## config.mk

```make
export PLATFORM = sky130hd
export DESIGN_NAME = cir_caller_id_rx
export DESIGN_NICKNAME = d
export VERILOG_FILES = /design/src/shared/cir_pkg.sv /design/src/logic/cir_tone_guard.sv /design/src/logic/cir_caller_id_rx.sv
export SDC_FILE = /design/constraint.sdc
export NUM_CORES = 1
export LEC_CHECK = 0
export BUFFER_PORTS_ARGS = -buffer_cell sky130_fd_sc_hd__clkbuf_2
export CAP_MARGIN = 10
export CELL_PAD_IN_SITES_DETAIL_PLACEMENT = 0
export CELL_PAD_IN_SITES_GLOBAL_PLACEMENT = 1
export CORE_MARGIN = 4
export CORE_UTILIZATION = 43
export DETAILED_ROUTE_END_ITERATION = 6
export PLACE_DENSITY = 0.85
export SLEW_MARGIN = 10
export SYNTH_ARGS = -nofsm -noshare
export SYNTH_HDL_FRONTEND = slang
export SYNTH_SLANG_ARGS = --single-unit
```

## constraint.sdc

```tcl
create_clock -name i_core_clk -period 2.6 [get_ports i_core_clk]
set_clock_uncertainty 0.1 [all_clocks]
set_input_delay 0.52 -clock i_core_clk [delete_from_list [all_inputs] [get_ports i_core_clk]]
set_output_delay 0.52 -clock i_core_clk [all_outputs]
set_load 0.01 [all_outputs]
```

## src/shared/cir_pkg.sv

```systemverilog
// constants and types shared by the caller-id receiver control logic
package cir_pkg;

  // core clock
  localparam int CLK_HZ = 200_000_000;
  localparam int CLK_PER_US = CLK_HZ / 1_000_000;

  // fsk character timing
  localparam int BAUD_HZ = 1200;
  localparam int BIT_CYCLES = CLK_HZ / BAUD_HZ;
  localparam logic [3:0] DATA_BITS = 4'h8;
  localparam logic [3:0] BIT_IDX_LAST = 4'h7;

  // alerting-tone guard times, in microseconds, then in cycles
  localparam int TONE_PRESENT_GUARD_US = 40_000;
  localparam int TONE_ABSENT_GUARD_US = 0;
  localparam int TONE_PRESENT_CYCLES_RAW = TONE_PRESENT_GUARD_US * CLK_PER_US;
  localparam int TONE_ABSENT_CYCLES_RAW = TONE_ABSENT_GUARD_US * CLK_PER_US;
  localparam int TONE_PRESENT_CYCLES =
    (TONE_PRESENT_CYCLES_RAW < 1) ? 1 : TONE_PRESENT_CYCLES_RAW;
  localparam int TONE_ABSENT_CYCLES =
    (TONE_ABSENT_CYCLES_RAW < 1) ? 1 : TONE_ABSENT_CYCLES_RAW;

  // counter width for all long timers
  localparam int TMR_W = 24;
  localparam logic [TMR_W-1:0] TMR_ZERO = 24'h00_0000;
  localparam logic [TMR_W-1:0] TMR_ONE = 24'h00_0001;

  // synchronised pin inputs, index into the synchroniser vector
  localparam int SYNC_N = 8;
  localparam int SI_CTRL_A = 0;
  localparam int SI_CTRL_B = 1;
  localparam int SI_CTRL_C = 2;
  localparam int SI_LINE_BIT = 3;
  localparam int SI_CARRIER = 4;
  localparam int SI_LINE_TONE = 5;
  localparam int SI_HSET_TONE = 6;
  localparam int SI_SHIFT_CLK = 7;

  // holding buffer: eight data bits plus the stop bit
  localparam int HOLD_W = 9;
  localparam logic [HOLD_W-1:0] HOLD_IDLE = 9'h1ff;

  typedef enum logic [1:0] {
    CIR_RX_IDLE = 2'h0,
    CIR_RX_START = 2'h1,
    CIR_RX_DATA = 2'h3,
    CIR_RX_STOP = 2'h2
  } cir_rx_state_t;

endpackage

```

## src/logic/cir_tone_guard.sv

```systemverilog
// tone-present / tone-absent guard timer for the alerting-tone detector
`timescale 1ns/1ps
module cir_tone_guard
  import cir_pkg::*;
#(
  parameter logic [TMR_W-1:0] P_PRESENT_CYCLES = TMR_W'(TONE_PRESENT_CYCLES),
  parameter logic [TMR_W-1:0] P_ABSENT_CYCLES = TMR_W'(TONE_ABSENT_CYCLES)
) (
  // clock and reset
  input wire logic i_core_clk,
  input wire logic i_rst,
  // detector control and raw indication
  input wire logic i_enable,
  input wire logic i_raw_dual_tone_present,
  // result, low while a valid alert is recognised
  output logic o_tone_detected_n
);

  logic [TMR_W-1:0] tmr_reg;
  logic [TMR_W-1:0] tmr_next;
  logic det_reg;
  logic det_next;

  // while undetected count tone presence, while detected count tone absence
  wire logic counting = det_reg ? ~i_raw_dual_tone_present : i_raw_dual_tone_present;
  wire logic limit_hit = det_reg ? (tmr_reg + TMR_ONE >= P_ABSENT_CYCLES)
                                 : (tmr_reg + TMR_ONE >= P_PRESENT_CYCLES);

  always_comb begin
    tmr_next = TMR_ZERO;
    det_next = det_reg;
    if (!i_enable) begin
      det_next = 1'b0;
    end else if (counting) begin
      // any break in the condition restarts the count from zero
      if (limit_hit) begin
        det_next = ~det_reg;
      end else begin
        tmr_next = tmr_reg + TMR_ONE;
      end
    end
  end

  always_ff @(posedge i_core_clk) begin
    if (i_rst) begin
      tmr_reg <= TMR_ZERO;
      det_reg <= 1'b0;
    end else begin
      tmr_reg <= tmr_next;
      det_reg <= det_next;
    end
  end

  assign o_tone_detected_n = ~det_reg;

endmodule

```

## src/logic/cir_caller_id_rx.sv

```systemverilog
// caller-id receiver: function select, input routing, power control, fsk output
`timescale 1ns/1ps
module cir_caller_id_rx
  import cir_pkg::*;
#(
  parameter logic [TMR_W-1:0] P_BIT_CYCLES = TMR_W'(BIT_CYCLES),
  parameter logic [TMR_W-1:0] P_TONE_PRESENT_CYCLES = TMR_W'(TONE_PRESENT_CYCLES),
  parameter logic [TMR_W-1:0] P_TONE_ABSENT_CYCLES = TMR_W'(TONE_ABSENT_CYCLES)
) (
  // clock and reset
  input wire logic i_core_clk,
  input wire logic i_rst,
  // function control pins from the host
  input wire logic i_ctrl_pin_a,
  input wire logic i_ctrl_pin_b,
  input wire logic i_ctrl_pin_c,
  // line-side and handset-side detector results
  input wire logic i_line_fsk_bit,
  input wire logic i_line_carrier,
  input wire logic i_line_raw_dual_tone_present,
  input wire logic i_handset_raw_dual_tone_present,
  // host read-out clock for the holding buffer
  input wire logic i_host_shift_clk,
  // host-facing data and status
  output logic o_fsk_data,
  output logic o_data_ready_or_tone_flag_pin,
  output logic o_bit_sample,
  output logic o_end_of_char,
  output logic o_carrier_detect_n,
  // power enables
  output logic o_line_amp_en,
  output logic o_handset_amp_en,
  output logic o_fsk_en,
  output logic o_tone_det_en,
  output logic o_osc_en
);

  // two-stage synchronisers for every pin input
  logic [SYNC_N-1:0] sync1_reg;
  logic [SYNC_N-1:0] sync2_reg;
  wire logic [SYNC_N-1:0] pins_in = {i_host_shift_clk, i_handset_raw_dual_tone_present,
                                     i_line_raw_dual_tone_present, i_line_carrier,
                                     i_line_fsk_bit, i_ctrl_pin_c, i_ctrl_pin_b,
                                     i_ctrl_pin_a};

  genvar gi;
  generate
    for (gi = 0; gi < SYNC_N; gi++) begin : g_sync
      always_ff @(posedge i_core_clk) begin
        if (i_rst) begin
          sync1_reg[gi] <= 1'b0;
          sync2_reg[gi] <= 1'b0;
        end else begin
          sync1_reg[gi] <= pins_in[gi];
          sync2_reg[gi] <= sync1_reg[gi];
        end
      end
    end
  endgenerate

  // function decode
  wire logic pin_a = sync2_reg[SI_CTRL_A];
  wire logic pin_b = sync2_reg[SI_CTRL_B];
  wire logic pin_c = sync2_reg[SI_CTRL_C];
  wire logic fn_fsk = pin_b & pin_c;
  wire logic fn_hset_tone = pin_b & ~pin_c;
  wire logic fn_line_tone = ~pin_b & pin_c;
  // the all-zero code is reserved; it is handled as power down so nothing runs
  wire logic fn_power_down = ~pin_b & ~pin_c;
  wire logic fn_tone = fn_hset_tone | fn_line_tone;
  wire logic buffer_mode = fn_fsk & ~pin_a;

  // routing: fsk only ever sees the line path, handset only reaches the tone detector
  wire logic fsk_bit = sync2_reg[SI_LINE_BIT];
  wire logic tone_raw = fn_hset_tone ? sync2_reg[SI_HSET_TONE]
                      : fn_line_tone ? sync2_reg[SI_LINE_TONE] : 1'b0;
  wire logic carrier_ok = fn_fsk & sync2_reg[SI_CARRIER];

  // host shift clock rising edge, taken from the second stage only
  logic shift_d_reg;
  wire logic shift_edge = sync2_reg[SI_SHIFT_CLK] & ~shift_d_reg;

  // character receiver
  cir_rx_state_t state_reg;
  cir_rx_state_t state_next;
  logic [TMR_W-1:0] tmr_reg;
  logic [TMR_W-1:0] tmr_next;
  logic [3:0] bit_idx_reg;
  logic [3:0] bit_idx_next;
  logic [DATA_BITS-1:0] byte_reg;
  logic [DATA_BITS-1:0] byte_next;
  logic sample_pulse;
  logic char_done;

  wire logic [TMR_W-1:0] half_bit = P_BIT_CYCLES >> 1;
  wire logic tmr_done = (tmr_reg == TMR_ONE);

  always_comb begin
    state_next = state_reg;
    tmr_next = (tmr_reg == TMR_ZERO) ? TMR_ZERO : tmr_reg - TMR_ONE;
    bit_idx_next = bit_idx_reg;
    byte_next = byte_reg;
    sample_pulse = 1'b0;
    char_done = 1'b0;
    case (state_reg)
      CIR_RX_IDLE: begin
        if (!fsk_bit) begin
          state_next = CIR_RX_START;
          tmr_next = half_bit;
        end
      end
      CIR_RX_START: begin
        // a start bit that has gone by mid-bit was a glitch
        if (tmr_done) begin
          state_next = fsk_bit ? CIR_RX_IDLE : CIR_RX_DATA;
          tmr_next = P_BIT_CYCLES;
          bit_idx_next = 4'h0;
        end
      end
      CIR_RX_DATA: begin
        if (tmr_done) begin
          sample_pulse = 1'b1;
          byte_next = {fsk_bit, byte_reg[DATA_BITS-1:1]};
          tmr_next = P_BIT_CYCLES;
          bit_idx_next = bit_idx_reg + 4'h1;
          if (bit_idx_reg == BIT_IDX_LAST) begin
            state_next = CIR_RX_STOP;
          end
        end
      end
      CIR_RX_STOP: begin
        if (tmr_done) begin
          char_done = 1'b1;
          state_next = CIR_RX_IDLE;
        end
      end
      default: begin
        state_next = CIR_RX_IDLE;
      end
    endcase
    // without carrier, or outside fsk, the receiver is held idle
    if (!carrier_ok) begin
      state_next = CIR_RX_IDLE;
      tmr_next = TMR_ZERO;
      sample_pulse = 1'b0;
      char_done = 1'b0;
    end
  end

  always_ff @(posedge i_core_clk) begin
    if (i_rst) begin
      state_reg <= CIR_RX_IDLE;
      tmr_reg <= TMR_ZERO;
      bit_idx_reg <= 4'h0;
      byte_reg <= 8'h00;
      shift_d_reg <= 1'b0;
    end else begin
      state_reg <= state_next;
      tmr_reg <= tmr_next;
      bit_idx_reg <= bit_idx_next;
      byte_reg <= byte_next;
      shift_d_reg <= sync2_reg[SI_SHIFT_CLK];
    end
  end

  // one-byte holding buffer with its stop bit; host shifts it out lsb first
  logic [HOLD_W-1:0] hold_reg;
  logic [HOLD_W-1:0] hold_next;
  wire logic capture = char_done & buffer_mode;
  wire logic do_shift = shift_edge & buffer_mode;

  always_comb begin
    hold_next = hold_reg;
    if (capture) begin
      hold_next = {fsk_bit, byte_reg};
    end else if (do_shift) begin
      hold_next = {1'b1, hold_reg[HOLD_W-1:1]};
    end
  end

  // data-ready: set by a finished character, cleared by a read or a new start
  logic ready_reg;
  wire logic ready_clr = do_shift | (state_reg != CIR_RX_IDLE) | ~fn_fsk;
  // a new character beats a clear in the same cycle
  wire logic ready_next = char_done | (ready_reg & ~ready_clr);

  // tone detection and its guard time
  logic tone_detected_n;

  cir_tone_guard #(
    .P_PRESENT_CYCLES(P_TONE_PRESENT_CYCLES),
    .P_ABSENT_CYCLES(P_TONE_ABSENT_CYCLES)
  ) u_tone_guard (
    .i_core_clk(i_core_clk),
    .i_rst(i_rst),
    .i_enable(fn_tone),
    .i_raw_dual_tone_present(tone_raw),
    .o_tone_detected_n(tone_detected_n)
  );

  // output data: buffer bit, live stream gated by carrier, or idle mark
  wire logic data_next = buffer_mode ? hold_reg[0]
                       : (carrier_ok ? fsk_bit : 1'b1);
  wire logic pin_next = fn_tone ? tone_detected_n : ~ready_reg;

  always_ff @(posedge i_core_clk) begin
    if (i_rst) begin
      hold_reg <= HOLD_IDLE;
      ready_reg <= 1'b0;
      o_fsk_data <= 1'b1;
      o_data_ready_or_tone_flag_pin <= 1'b1;
      o_bit_sample <= 1'b0;
      o_end_of_char <= 1'b0;
      o_carrier_detect_n <= 1'b1;
      o_line_amp_en <= 1'b0;
      o_handset_amp_en <= 1'b0;
      o_fsk_en <= 1'b0;
      o_tone_det_en <= 1'b0;
      o_osc_en <= 1'b0;
    end else begin
      hold_reg <= hold_next;
      ready_reg <= ready_next;
      o_fsk_data <= data_next;
      o_data_ready_or_tone_flag_pin <= pin_next;
      o_bit_sample <= sample_pulse & ~buffer_mode;
      o_end_of_char <= char_done & ~buffer_mode;
      o_carrier_detect_n <= ~carrier_ok;
      o_line_amp_en <= fn_fsk | fn_line_tone;
      o_handset_amp_en <= fn_hset_tone;
      o_fsk_en <= fn_fsk;
      o_tone_det_en <= fn_tone;
      o_osc_en <= ~fn_power_down;
    end
  end

endmodule

```

==> results.toml <==
[status]
run_status = "complete, but fails checks"
violations_in_the_final_reports = "negative setup slack"

[setup_path]
rr_endpoint = "u_tone_guard.tmr_reg[18]"
cp.arrival_ns = 2.80
critPathMaxFanout = 8
critical-path-slowest-cell = "dfxtp_4"
worst-setup-path-type = "flip-flop to flip-flop"
biggest_cell_delay_along_the_critical_path_ns = 0.37
cp_data_required_time_ns = 2.75
element_type_at_the_critical_path_start = "flip-flop"
regToRegSetupSlack_ns = -0.05
timing.critical_path.to_type = "flip-flop"
path_cells = "ha_4, nand4_1, buf_4, nor2_2, buf_6, a211o_4, a211oi_4, o311ai_2, a21oi_2, a2bb2oi_4, buf_6, nor3_2"
reg2regPathDepth = 12
origin_of_the_critical_flop_to_flop_path = "u_tone_guard.tmr_reg[0]"
critPathTopFamily = "compound AO/OA/AOI/OAI gates"
worst-path-buf-inv = 3
critical_path_cell_count = 12
cpMostUsedCell = "buf_6"

[synthesis]
post_synth_xor_area_fraction_pct = 8.34
synth_mux_area_share_pct = 0.874
synthMostInstantiatedCell = "dfxtp_1"
yosys.area.top_type_share_pct = 42.4
synth.ff_latch_count = 100
synth_simple_gate_area_share_pct = 32.4
syn-cell-area_mm2 = 0.00473
synth_commonest_cells = "dfxtp_1, nor2_1, nand2_1"
largest_family_of_logic_cells_by_synthesized_area = "simple AND/OR/NAND/NOR gates"
synth-main-ff-cell = "dfxtp_1"
synth_top_cells_by_area = "dfxtp_1, xnor2_1, nor2_1"
syn_avg_cell_area_um2 = 8.92
synth_fp_nets = 550
synth_enable_flop_cells = 0
synth_adder_area_share_pct = 2.65
ys_seq_area_share_pct = 42.4
synth-compound-area-share_pct = 9.58
synth_async_sr_flop_share_pct = 0
yosysWarnings = 0
synth.lib_cells_used.distinct = 64
yosys.area.top_type = "dfxtp_1"
synthCells = 530

[global_routing]
first_global_vias = 3797
grt.overflow.total = 0
grtUsageTotal_pct = 16.2
grt_start_max_net_pins = 46
antenna_found_initial = 0
wire_length_of_the_first_global_routing_pass_mm = 17.1

[cts]
clock_latency_ns = 0.38
tritoncts.num_buffers = 9
cts_tree = "done"
max-clock-path-buffers = 2
cts_hold_buffers = 0
clockRootBuffer = "clkbuf_8"
path_clk_slew_ns = 0.10
clock-sinks = 100
cts_htree_levels = 3

[power_and_ir_drop]
leakage_nw = 2.09
worst_ir_drop_vdd_mv = 0.336
design_internal_power_mw = 1.93
clkPwrFrac_pct = 36.0
share_seq_of_total_power_pct = 61.1
power_density_mw_per_mm2 = 449
gate_power_share_pct = 2.9
p_switching_uw = 611
p_total_mw = 2.54
swShare_pct = 24.1

[sta]
hold_viol = 0
report.final.setup_viol = 22
min_period_ns = 2.65
fin_hold_ws_ns = 0.240
worst_pin_slew_ns = 0.525
final.setup.tns_ns = -0.621
timing.slew.headroom_pct = 65.0
fmaxAchievable_ghz = 0.377
rsz_0062_raised_after_global_routing = "yes"
report.final.slew_viol_count = 0
postLayoutSetupSlackWorst_ns = -0.0544
layout_worst_path_cycle_share_pct = 102

[floorplan]
num_rows = 38
start_util_pct = 43.8
core-area_mm2 = 0.0108
dieHeight_um = 113
fp.dieArea_mm2 = 0.0127
die_x_um = 113
io_pins = 20

[placed_design]
place_hpwl_mm = 7.04
numPortBuffers = 19
place.detailed.instances = 714
post_dp_cell_area_mm2 = 0.00527
globalplace.congestion = 0.884

[route]
first_iteration_detailed_routing_drc_count = 214
vias_post_dr = 3833
drt-pass1-iter-count = 4
drtAntennaViolNets = 0
avgRoutedWirePerCell_um = 13.4
drcViolationCount = 0
via_per_inst = 5.20
detail_route.wirelength_mm = 9.85

[hold_path]
worst_min_delay_path_startpoint = "i_line_fsk_bit"
hold_crit_path_type = "input pin to flip-flop"
hold_path_depth = 2
whs_endpoint = "sync1_reg[3]"

[layout]
area.growth.synth_to_final_pct = 19.7
n_antenna_cell = 0
final_nets = 613
post_route_cells_drive_above_1_share_pct = 26.3
fin_area_mm2 = 0.00566
instances_no_fill = 737
count_of_fill_cells_added_during_filler_insertion = 977

[job]
cap_viol_max_count = 0
metal layers:
metal | global-route usage, % | vias up | wire (um) | share of wire (%)
li1 | - | 1952 | - | -
met1 | 20.2 | 1807 | 4610 | 47
met2 | 26.6 | 51 | 4620 | 47
met3 | 4.01 | 23 | 336 | 3.4
met4 | 7.29 | 0 | 278 | 2.8
met5 | 0 | - | 0 | 0
cell families after synthesis:
family,after synthesis
flip-flops,100
multiplexers,4
XOR/XNOR,45
other,1
buffers and inverters,34
adder cells (fa/ha/maj),10
AO/OA/AOI/OAI,70
AND/OR/NAND/NOR,266
repair_timing:
action | CTS | global route
buffers inserted | 3 | 5
gates resized for setup | 17 | 17
endpoints found under the setup margin | 24 | 42
pin swaps | 7 | 12
cell type report:
type / instances / area [um^2] / share of cell area [%]
clock inverters: 6 / 48.8 / 0.863
well taps: 140 / 175 / 3.10
flip-flops and latches: 100 / 2010 / 35.5
multi-input cells: 396 / 2690 / 47.6
repair buffers: 78 / 578 / 10.2
clock buffers: 9 / 124 / 2.19
inverters: 8 / 30.0 / 0.531
power by group through the flow:
stage / combinational, mW / sequential (mW) / clock, mW
CTS: 0.0726 / 1.55 / 0.943
detailed placement: 0.0708 / 1.59 / 0
global route: 0.0815 / 1.55 / 1.01
floorplan: 0.0483 / 1.59 / 0
global placement: 0.0696 / 1.59 / 0
finish: 0.0730 / 1.55 / 0.914
cells in the final DEF (no fill, tap or decap), types with 8 or more instances in the layout:
cell type,count
ha_1,9
nand3_1,12
xor2_1,17
nor3_1,13
inv_1,8
nor2b_1,29
buf_4,53
nor2_2,8
clkbuf_8,9
nor2_1,58
dfxtp_1,98
a2111oi_0,8
xnor2_1,28
clkbuf_2,19
nor3_2,21
a21oi_1,37
nand2_1,54
how the worst max path moves through the flow:
stage / start / slack (ns) / to
3_3_place_gp: u_tone_guard.tmr_reg[2] / -0.02 / u_tone_guard.tmr_reg[17]
6_report: u_tone_guard.tmr_reg[0] / -0.05 / u_tone_guard.tmr_reg[18]
3_5_place_dp: u_tone_guard.tmr_reg[0] / -0.11 / u_tone_guard.tmr_reg[17]
5_1_grt: u_tone_guard.tmr_reg[0] / -0.19 / u_tone_guard.tmr_reg[16]
2_1_floorplan: u_tone_guard.tmr_reg[0] / 0.02 / u_tone_guard.tmr_reg[10]
4_1_cts: u_tone_guard.tmr_reg[0] / -0.02 / u_tone_guard.tmr_reg[17]
per-stage QoR:
stage / setup WS (ns) / util (%)
floorplan: 0.0194 / -
global placement: -0.0249 / 48.9
detailed placement: -0.108 / 48.9
CTS: -0.0185 / 51.3
global route: -0.194 / 52.4
finish: -0.0544 / 52.4
No activity file was read; power rests on OpenSTA's default activity.
